`config.mk`:
```
export PLATFORM = sky130hd
export DESIGN_NAME = chs_port
export DESIGN_NICKNAME = d
export VERILOG_FILES = /design/src/logic/chs_pkg.sv /design/src/logic/chs_port.sv
export VERILOG_INCLUDE_DIRS = /design/src /design/src/logic
export SDC_FILE = /design/constraint.sdc
export NUM_CORES = 1
export LEC_CHECK = 0
export BUFFER_PORTS_ARGS = -buffer_cell sky130_fd_sc_hd__buf_2
export CORE_ASPECT_RATIO = 0.6
export CORE_MARGIN = 2
export CORE_UTILIZATION = 58
export CTS_BUF_LIST = sky130_fd_sc_hd__clkbuf_8
export DETAILED_ROUTE_END_ITERATION = 12
export PLACE_DENSITY = 0.85
export SETUP_SLACK_MARGIN = 0.02
export SLEW_MARGIN = 40
export SYNTH_ARGS = -nofsm -noshare
export SYNTH_HDL_FRONTEND = slang
export SYNTH_SLANG_ARGS = --single-unit
export TNS_END_PERCENT = 5
```
`constraint.sdc`:
```
create_clock -name mclk -period 4.1 [get_ports mclk]
set_clock_uncertainty 0.15 [all_clocks]
set_input_delay 1.23 -clock mclk [delete_from_list [all_inputs] [get_ports mclk]]
set_output_delay 1.23 -clock mclk [all_outputs]
set_load 0.02 [all_outputs]
```
`src/logic/chs_map.svh`:
```
// constant map for the card host select strobe port
`ifndef CHS_MAP_SVH
`define CHS_MAP_SVH
`define CHS_MODE_MEM 2'h0
`define CHS_MODE_IO 2'h1
`define CHS_MODE_ATA 2'h2
`define CHS_SYNC_RST 2'h3
`define CHS_SEL_NONE 3'h0
`define CHS_SEL_EVEN 3'h1
`define CHS_SEL_ODD 3'h2
`define CHS_SEL_WORD 3'h3
`define CHS_SEL_ODD_LOW 3'h4
`define CHS_SEL_TASK 3'h5
`define CHS_SEL_CTRL 3'h6
`define CHS_CE_BOTH 2'h0
`define CHS_CE_UPPER 2'h1
`define CHS_CE_LOWER 2'h2
`define CHS_CE_NONE 2'h3
`define CHS_PINS_IDLE 8'hff
`define CHS_STROBE_IDLE 1'h1
`define CHS_MASTER_RST 1'h0
`define CHS_PULSE_RST 1'h0
`endif

```
`src/logic/chs_pkg.sv`:
```
// types for the card host select strobe port
package chs_pkg;
  typedef enum logic [1:0] {
    CHS_MEM = 2'b00,
    CHS_IO = 2'b01,
    CHS_ATA = 2'b10
  } chs_mode_t;
  typedef enum logic [2:0] {
    CHS_NONE = 3'b000,
    CHS_EVEN = 3'b001,
    CHS_ODD = 3'b010,
    CHS_WORD = 3'b011,
    CHS_ODD_LOW = 3'b100,
    CHS_TASK = 3'b101,
    CHS_CTRL = 3'b110
  } chs_sel_t;
  typedef struct packed {
    logic lower_card_enable_n;
    logic upper_card_enable_n;
    logic address_bit_zero;
    logic taskfile_select_n;
    logic control_block_select_n;
    logic cable_select_n;
    logic io_write_strobe_n;
    logic dma_acknowledge_n;
  } chs_pins_t;
  typedef struct packed {
    chs_sel_t sel;
    logic [15:0] data;
  } chs_write_t;
endpackage

```
`src/logic/chs_port.sv`:
```
// host select, lane steering and write strobe logic of the card port
// Operation
// - upper enable routes access to odd byte
// - lower enable picks byte by a0, upper
// - byte mux lets 8-bit hosts use low lanes
// - i/o mode decodes enables like memory
// - first chip select decodes task file
// - second chip select decodes control block
// - dma acknowledge while dma_active forces 16-bit, selects negated
// - cable select grounded makes master drive
// - pulled-up open cable select makes slave
// - memory mode ignores i/o write strobe
// - i/o write strobe latches bus data
// - capture on rising edge of strobe
// - ata without udma treats strobe as i/o
// - strobe during udma stops the burst
`timescale 1ns/1ps
`include "chs_map.svh"

// two-flop synchroniser; the first stage feeds only the second
module chs_sync2
  import chs_pkg::*;
#(
  parameter int WIDTH = 8,
  parameter logic [WIDTH-1:0] RESET_VALUE = '0
) (
  input wire logic mclk,
  input wire logic srst,
  input wire logic [WIDTH-1:0] async_in,
  output logic [WIDTH-1:0] sync_out
);
  if (WIDTH < 1) begin : g_width_chk
    $error("chs_sync2 needs at least one bit");
  end

  logic [WIDTH-1:0] stage1_reg, stage1_next, stage2_reg, stage2_next;

  // plain shift; nothing may tap the first stage
  always_comb begin
    stage1_next = async_in;
    stage2_next = stage1_reg;
  end

  // reset value is the idle level of the pins, so no edge appears at release
  always_ff @(posedge mclk) begin
    if (srst) begin
      stage1_reg <= RESET_VALUE;
      stage2_reg <= RESET_VALUE;
    end else begin
      stage1_reg <= stage1_next;
      stage2_reg <= stage2_next;
    end
  end

  assign sync_out = stage2_reg;
endmodule

module chs_port
  import chs_pkg::*;
#(
  parameter int DATA_W = 16
) (
  input wire logic mclk,
  input wire logic srst,
  input wire chs_mode_t mode,
  input wire logic dma_active,
  input wire logic udma_active,
  input wire chs_pins_t pins,
  input wire logic [DATA_W-1:0] data_in,
  output chs_sel_t lane_sel,
  output logic drive_data,
  output logic is_master,
  output logic udma_stop,
  output logic write_valid,
  output chs_write_t write_word
);
  // the capture word carries one full-width data field
  if (DATA_W != $bits(chs_write_t) - $bits(chs_sel_t)) begin : g_chk
    $error("chs_port needs a data bus as wide as the capture word");
  end

  // synchronised copies; raw pins are never read directly
  chs_pins_t pins_sync;
  logic [DATA_W-1:0] data_sync;
  chs_sel_t sel_comb;
  logic strobe_prev_reg, strobe_prev_next;
  logic rise;
  logic capture_ok;
  logic master_reg, master_next;
  logic valid_reg, valid_next;
  chs_write_t word_reg, word_next;

  // pins reset to the deselected level: no false strobe edge at release
  chs_sync2 #(
    .WIDTH($bits(chs_pins_t)),
    .RESET_VALUE(`CHS_PINS_IDLE)
  ) u_pin_sync (
    .mclk(mclk),
    .srst(srst),
    .async_in(pins),
    .sync_out(pins_sync)
  );

  // data shares the pin latency so selects and data line up at the edge
  chs_sync2 #(
    .WIDTH(DATA_W),
    .RESET_VALUE('0)
  ) u_data_sync (
    .mclk(mclk),
    .srst(srst),
    .async_in(data_in),
    .sync_out(data_sync)
  );

  // lane and register decode of the synchronised select pins
  always_comb begin
    sel_comb = CHS_NONE;
    case (mode)
      CHS_MEM, CHS_IO: begin
        // same table in memory and i/o modes
        case ({pins_sync.upper_card_enable_n, pins_sync.lower_card_enable_n})
          `CHS_CE_BOTH: begin
            sel_comb = CHS_WORD;
          end
          `CHS_CE_UPPER: begin
            sel_comb = CHS_ODD;
          end
          `CHS_CE_LOWER: begin
            // an 8-bit host reads the odd byte on the low lanes
            sel_comb = pins_sync.address_bit_zero ? CHS_ODD_LOW : CHS_EVEN;
          end
          `CHS_CE_NONE: begin
            sel_comb = CHS_NONE;
          end
          default: begin
            sel_comb = CHS_NONE;
          end
        endcase
      end
      CHS_ATA: begin
        // acknowledge counts only while a dma operation runs
        if (!pins_sync.dma_acknowledge_n && dma_active) begin
          sel_comb = CHS_WORD;
        end else if (!pins_sync.taskfile_select_n) begin
          sel_comb = CHS_TASK;
        end else if (!pins_sync.control_block_select_n) begin
          sel_comb = CHS_CTRL;
        end
      end
      default: begin
        sel_comb = CHS_NONE;
      end
    endcase
  end

  // edge detector starts at the idle level of the strobe
  always_comb begin
    strobe_prev_next = pins_sync.io_write_strobe_n;
  end

  always_ff @(posedge mclk) begin
    if (srst) begin
      strobe_prev_reg <= `CHS_STROBE_IDLE;
    end else begin
      strobe_prev_reg <= strobe_prev_next;
    end
  end

  // trailing edge of the active-low strobe
  assign rise = pins_sync.io_write_strobe_n && !strobe_prev_reg;

  // strap followed only in ata mode; an open pin reads high via the pull-up
  always_comb begin
    master_next = master_reg;
    if (mode == CHS_ATA) begin
      master_next = !pins_sync.cable_select_n;
    end
  end

  // other modes keep the last strap, so a25 wiring cannot disturb it
  always_ff @(posedge mclk) begin
    if (srst) begin
      master_reg <= `CHS_MASTER_RST;
    end else begin
      master_reg <= master_next;
    end
  end

  // udma owns the strobe pin; the host negated it before entry
  assign capture_ok = mode != CHS_MEM && !(mode == CHS_ATA && udma_active);

  always_comb begin
    valid_next = 1'b0;
    word_next = word_reg;
    if (rise && capture_ok && sel_comb != CHS_NONE) begin
      valid_next = 1'b1;
      word_next.sel = sel_comb;
      word_next.data = data_sync;
    end
  end

  always_ff @(posedge mclk) begin
    if (srst) begin
      valid_reg <= `CHS_PULSE_RST;
      word_reg <= '0;
    end else begin
      valid_reg <= valid_next;
      word_reg <= word_next;
    end
  end

  // stop is a level; the burst logic decides when to end the transfer
  assign udma_stop = mode == CHS_ATA && udma_active && !pins_sync.io_write_strobe_n;

  // lane_sel and drive_data come straight from the decode and udma_stop from the strobe; the other outputs come from registers
  assign lane_sel = sel_comb;
  assign drive_data = sel_comb != CHS_NONE;
  assign is_master = master_reg;
  assign write_valid = valid_reg;
  assign write_word = word_reg;
endmodule

```
==> results.toml, run 1 <==
[status]
status = "finished, final reports clean"

[die]
die-area_um2 = 4310
die_w_um = 83.5
rows = 17
die_h_um = 51.7
fp.coreArea_um2 = 3660
start_util_pct = 60.1
io_pins = 56

[power_and_ir_drop]
power_density_nw_per_um2 = 459
ir_drop_v = 0.000297
p_leak_nw = 1.30

[routing]
drtPass1Iterations = 4
wire_per_inst_um = 11.3
postRouteAntennaNets = 0
vias_per_cell = 4.55
via_count = 1373
drtIter0Drc = 40
drc = 0
routed_wl_um = 3410

[clock_tree]
cts_hold_buffers = 0
h-tree-depth = 3
cts_tree = "done"
numCtsBuffers = 9
cts_resized = 0
cts_root_buf = "clkbuf_8"
insertion_delay_ns = 0.34
cts.sinks = 70
clkTransAtPathRegs_ns = 0.07
clockBufferDepth = 2
post_cts_buffers = 0

[placement]
io_buffers = 55
dp.cells = 286
placed_area_um2 = 2480
gp_congestion = 0.914
dpl.hpwl_um = 2270

[critical_path]
cp_top_family = "simple AND/OR/NAND/NOR gates"
cp-end-kind = "output port"
path_buf_inv = 2
crit_slowest_cell = "or2_2"
critical_path_class = "in -> out"
cp_max_fo = 4
crit_required_ns = 2.72
crit_path_start_kind = "primary input"
reg2reg_setup_slack_ns = 2.34
crit_chain = "buf_2, nand2b_1, a31oi_2, or2_2, buf_2"
crit_arrival_ns = 2.08
critPathMaxStageDelay_ns = 0.31
crit_top_cell = "buf_2"

[logic_synthesis]
syn_inst = 193
synth.net_count = 223
synth_seq_cells = 70
syn_area_um2 = 2200
seq_area_frac_synth_pct = 63.8
avgSynthCellArea_um2 = 11.4
ys.warnings.count = 0
ys_types = 25

[layout]
fin_cells = 302
antenna_cells = 0
mostFrequentLayoutCells = "dfxtp_1 (70), buf_2 (54), nor2b_1 (32)"
drive_gt1_share_pct = 37.6
nets = 280
largest_reg_flops = 19
final_common_cell = "dfxtp_1"
stdcell_area_um2 = 2650
area_growth_pct = 20.6

[timing]
maxSlewHeadroom_pct = 58.8
drv_slew = 0
tightestPinTransition_ns = 0.618
post-route-min-period_ns = 3.46
fin_crit_sh_pct = 84.4
rsz0062_at_grt = "false"
setup_viol = 0
fmax_mhz = 289
hold_slack_ns = 0.254
hold_viol = 0
timing.setup.tns_ns = 0

[min_path]
worstHoldPathType = "reg -> reg"

[grt]
gr-total-overflow = 0
grt_pass1_wl_um = 5440
antenna_found_initial = 0
grt_pass1_vias = 1220
grt_usage_pct = 17.3
grt_max_degree = 71

[run]
maxCapViolCount = 0
## final cells by class
cell class / count / area, µm²
Clock buffer: 9 / 124
Clock inverter: 7 / 41.3
Fill cell: 284 / 1010
Inverter: 2 / 7.51
Multi-Input combinational cell: 111 / 732
Sequential cell: 70 / 1400
Tap cell: 47 / 58.8
Timing Repair Buffer: 56 / 285
## per-layer routing
layer,share of wire [%],global-route usage (%),wire length [µm],up-vias
met5,0,0,0,-
met4,2.3,12.4,78,0
met3,6.9,7.30,234,9
met2,40,23.3,1360,40
met1,51,22.3,1740,594
li1,-,-,-,730
## cell families after synthesis
| kind of cell | synth area share, % |
|---|---|
| and+or+nand+nor | 20.3 |
| muxes | 7.29 |
| AOI/OAI and AO/OA | 5.75 |
| buffers and inverters | 2.90 |
| DFF | 63.8 |
## path summary, 6_finish.rpt
path / startpoint / endpoint / depth (start not counted)
setup / recovery: dma_active / drive_data / 5
hold / removal: u_pin_sync.stage1_reg[4] / u_pin_sync.sync_out[4] / 1
setup reg to reg: u_pin_sync.sync_out[0] / write_word[13] / 6
hold reg to reg: u_pin_sync.stage1_reg[4] / u_pin_sync.sync_out[4] / 1
## per-stage QoR
| step | setup WS, ns | util [%] | total power, mW |
|---|---|---|---|
| floorplan | 0.736 | - | 0.759 |
| global placement | 0.658 | 67.9 | 0.779 |
| detailed placement | 0.636 | 67.9 | 0.781 |
| CTS | 0.636 | 72.4 | 1.24 |
| global route | 0.585 | 72.4 | 1.27 |
| finish | 0.639 | 72.4 | 1.22 |
## cell usage after synthesis
master / number / area, µm²
dfxtp_1: 70 / 1400
nor2b_1: 32 / 200
nor2_1: 22 / 82.6
or2_2: 19 / 119
mux2i_1: 16 / 160
clkbuf_1: 8 / 30.0
a21oi_1: 4 / 20.0
a22oi_1: 3 / 22.5
inv_1: 2 / 7.51
nand2_1: 2 / 7.51
a21boi_0: 1 / 7.51
a22o_1: 1 / 8.76
a31oi_2: 1 / 12.5
a32o_1: 1 / 10.0
buf_6: 1 / 11.3
buf_8: 1 / 15.0
nand2b_1: 1 / 6.26
nand2b_2: 1 / 8.76
nor2b_4: 1 / 13.8
nor3b_1: 1 / 7.51
o211a_4: 1 / 17.5
o21a_1: 1 / 7.51
o21ai_0: 1 / 5.00
o21ai_2: 1 / 8.76
o22ai_1: 1 / 6.26
## report_power, final
group | internal [mW] | total, mW | switching, mW
combinational | 0.0293 | 0.0561 | 0.0267
sequential | 0.702 | 0.709 | 0.00669
clock | 0.214 | 0.452 | 0.238
No activity file was read; power rests on OpenSTA's default activity.
==> run 2: changes to the inputs <==
- CORE_UTILIZATION: 58 -> 54
- PLACE_DENSITY: 0.85 -> 0.8
- clock period: 4.1 -> 3.6 ns (I/O delays scaled with it)
==> run 2 against run 1 <==
  * Core utilization decreased by 2.0 points
  * Largest cell class unchanged
  * Critical path depth unchanged
  * Global-route usage up 0.93 points
  * Worst setup slack got worse by 0.20 ns
  * Wire length up 6.7%
  * Cell count up 0.66%
  * Clock power grew 14%
  * Register-to-register slack lost 0.44 ns
  * Sequential power is 14% higher
  * Hold slack improved by 0.0098 ns
  * Power up 14%
==> results.toml, run 2 (same netlist as run 1, synthesis figures left out) <==
[critical_path]
cp_max_fo = 4
critPathMaxStageDelay_ns = 0.31
startpoint = "dma_active"
cp-end-kind = "output port"
crit_arrival_ns = 1.93
crit_chain = "buf_2, nand2b_1, a31oi_2, or2_2, buf_2"
r2r-start = "u_pin_sync.sync_out[0]"
critical_path_class = "in -> out"
crit_path_start_kind = "primary input"
crit_required_ns = 2.37
crit_top_cell = "buf_2"
crit_slowest_cell = "or2_2"

[timing]
tightestPinTransition_ns = 0.564
layout_setup_ws_ns = 0.440
timing.setup.tns_ns = 0
drv_slew = 0
hold_viol = 0
rsz0062_at_grt = "false"
setup_viol = 0
hold_slack_ns = 0.263
fin_crit_sh_pct = 87.8
maxSlewHeadroom_pct = 62.4
post-route-min-period_ns = 3.16
fmax_mhz = 316

[placement]
preCtsSetupSlack_ns = 0.439
io_buffers = 55
dpl.hpwl_um = 2570
gp_congestion = 0.869

[layout]
final_common_cell = "dfxtp_1"
antenna_cells = 0
area_growth_pct = 21.3
mostFrequentLayoutCells = "dfxtp_1 (70), buf_2 (55), nor2b_1 (32)"
largest_reg_flops = 19
n_fill_cell = 300
register_area_um2 = 1400
nets = 282
drive_gt1_share_pct = 37.4
multiInputGateArea_um2 = 732
final_util_pct = 70.4

[clock_tree]
h-tree-depth = 3
insertion_delay_ns = 0.33
cts.sinks = 70
cts_tree = "done"
cts_root_buf = "clkbuf_8"
post_cts_buffers = 0
clockBufferDepth = 2
clkTransAtPathRegs_ns = 0.07
cts_resized = 0
numCtsBuffers = 9
cts_hold_buffers = 0

[power_and_ir_drop]
switchingPower_mw = 0.297
p_int_mw = 1.09
p_clk_share_pct = 37.2
power_density_nw_per_um2 = 522
swShare_pct = 21.4
power_frac_comb_pct = 4.8
seqPwrFrac_pct = 58.1
p_leak_nw = 1.32
ir_drop_v = 0.000330

[grt]
antenna_found_initial = 0
grt_usage_pct = 18.2
grt_pass1_vias = 1312
gr-total-overflow = 0
grt_max_degree = 35
grt_pass1_wl_um = 5970

[die]
die-area_um2 = 4610
start_util_pct = 58.0
die_w_um = 86.4
fp.coreArea_um2 = 3790
die_h_um = 53.4
rows = 17
io_pins = 56

[min_path]
worstHoldPathType = "reg -> reg"
hold_start = "u_pin_sync.stage1_reg[1]"

[run]
maxCapViolCount = 0

[routing]
drtPass1Iterations = 4
vias_per_cell = 4.63
via_count = 1408
postRouteAntennaNets = 0
routed_wl_um = 3640
drc = 0
drtIter0Drc = 58
wire_per_inst_um = 12.0

[status]
status = "finished, final reports clean"
==> run 2: cell types whose count changed in the layout (fill, tap and decap cells not counted) <==
cell / previous run / this run
buf_2: 54 / 55
clkbuf_8: 9 / 10
inv_1: 2 / 4
buf_4: 2 / 3
clkinv_4: 1 / 0
clkinv_2: 5 / 3
==> run 2: path summary, 6_finish.rpt <==
check             cells after the start  slack (ns)                      to
setup / recovery                      5        0.44              drive_data
hold / removal                        1        0.26  u_pin_sync.sync_out[1]
setup reg to reg                      6        1.90           write_word[0]
hold reg to reg                       1        0.26  u_pin_sync.sync_out[1]
==> run 2: layout make-up <==
cell class / instances / area share, %
clock inverters: 6 / 1.13
repair buffers: 58 / 11.2
flip-flops and latches: 70 / 52.6
multi-input cells: 111 / 27.5
clock buffers: 10 / 5.16
well taps: 47 / 2.21
inverters: 2 / 0.282
==> run 2: layer usage <==
metal,vias to the layer above,track usage [%],part of all wire [%]
met2,40,23.5,38
met5,-,0,0
met4,0,9.38,1.5
met1,624,24.3,51
li1,737,-,-
met3,7,9.52,8.5
==> run 2: metrics by stage <==
step | area, µm² | std cells | total power [mW]
final | 2670 | 304 | 1.39
after global placement | 2500 | 288 | 0.890
after detailed placement | 2500 | 288 | 0.892
after CTS | 2670 | 304 | 1.41
after floorplan | 2200 | 193 | 0.864
after global routing | 2670 | 304 | 1.45
==> run 2: power by group through the flow <==
stage,combinational (mW),sequential (mW),clock [mW]
finish,0.0662,0.808,0.517
global route,0.0739,0.810,0.566
floorplan,0.0409,0.823,0
global placement,0.0650,0.825,0
detailed placement,0.0664,0.826,0
CTS,0.0667,0.808,0.537
==> run 2: critical path, delay by kind of cell <==
kind            cells  cell delay (ns)
buf+inv             2             0.26
compound gates      1             0.13
simple gates        2             0.46
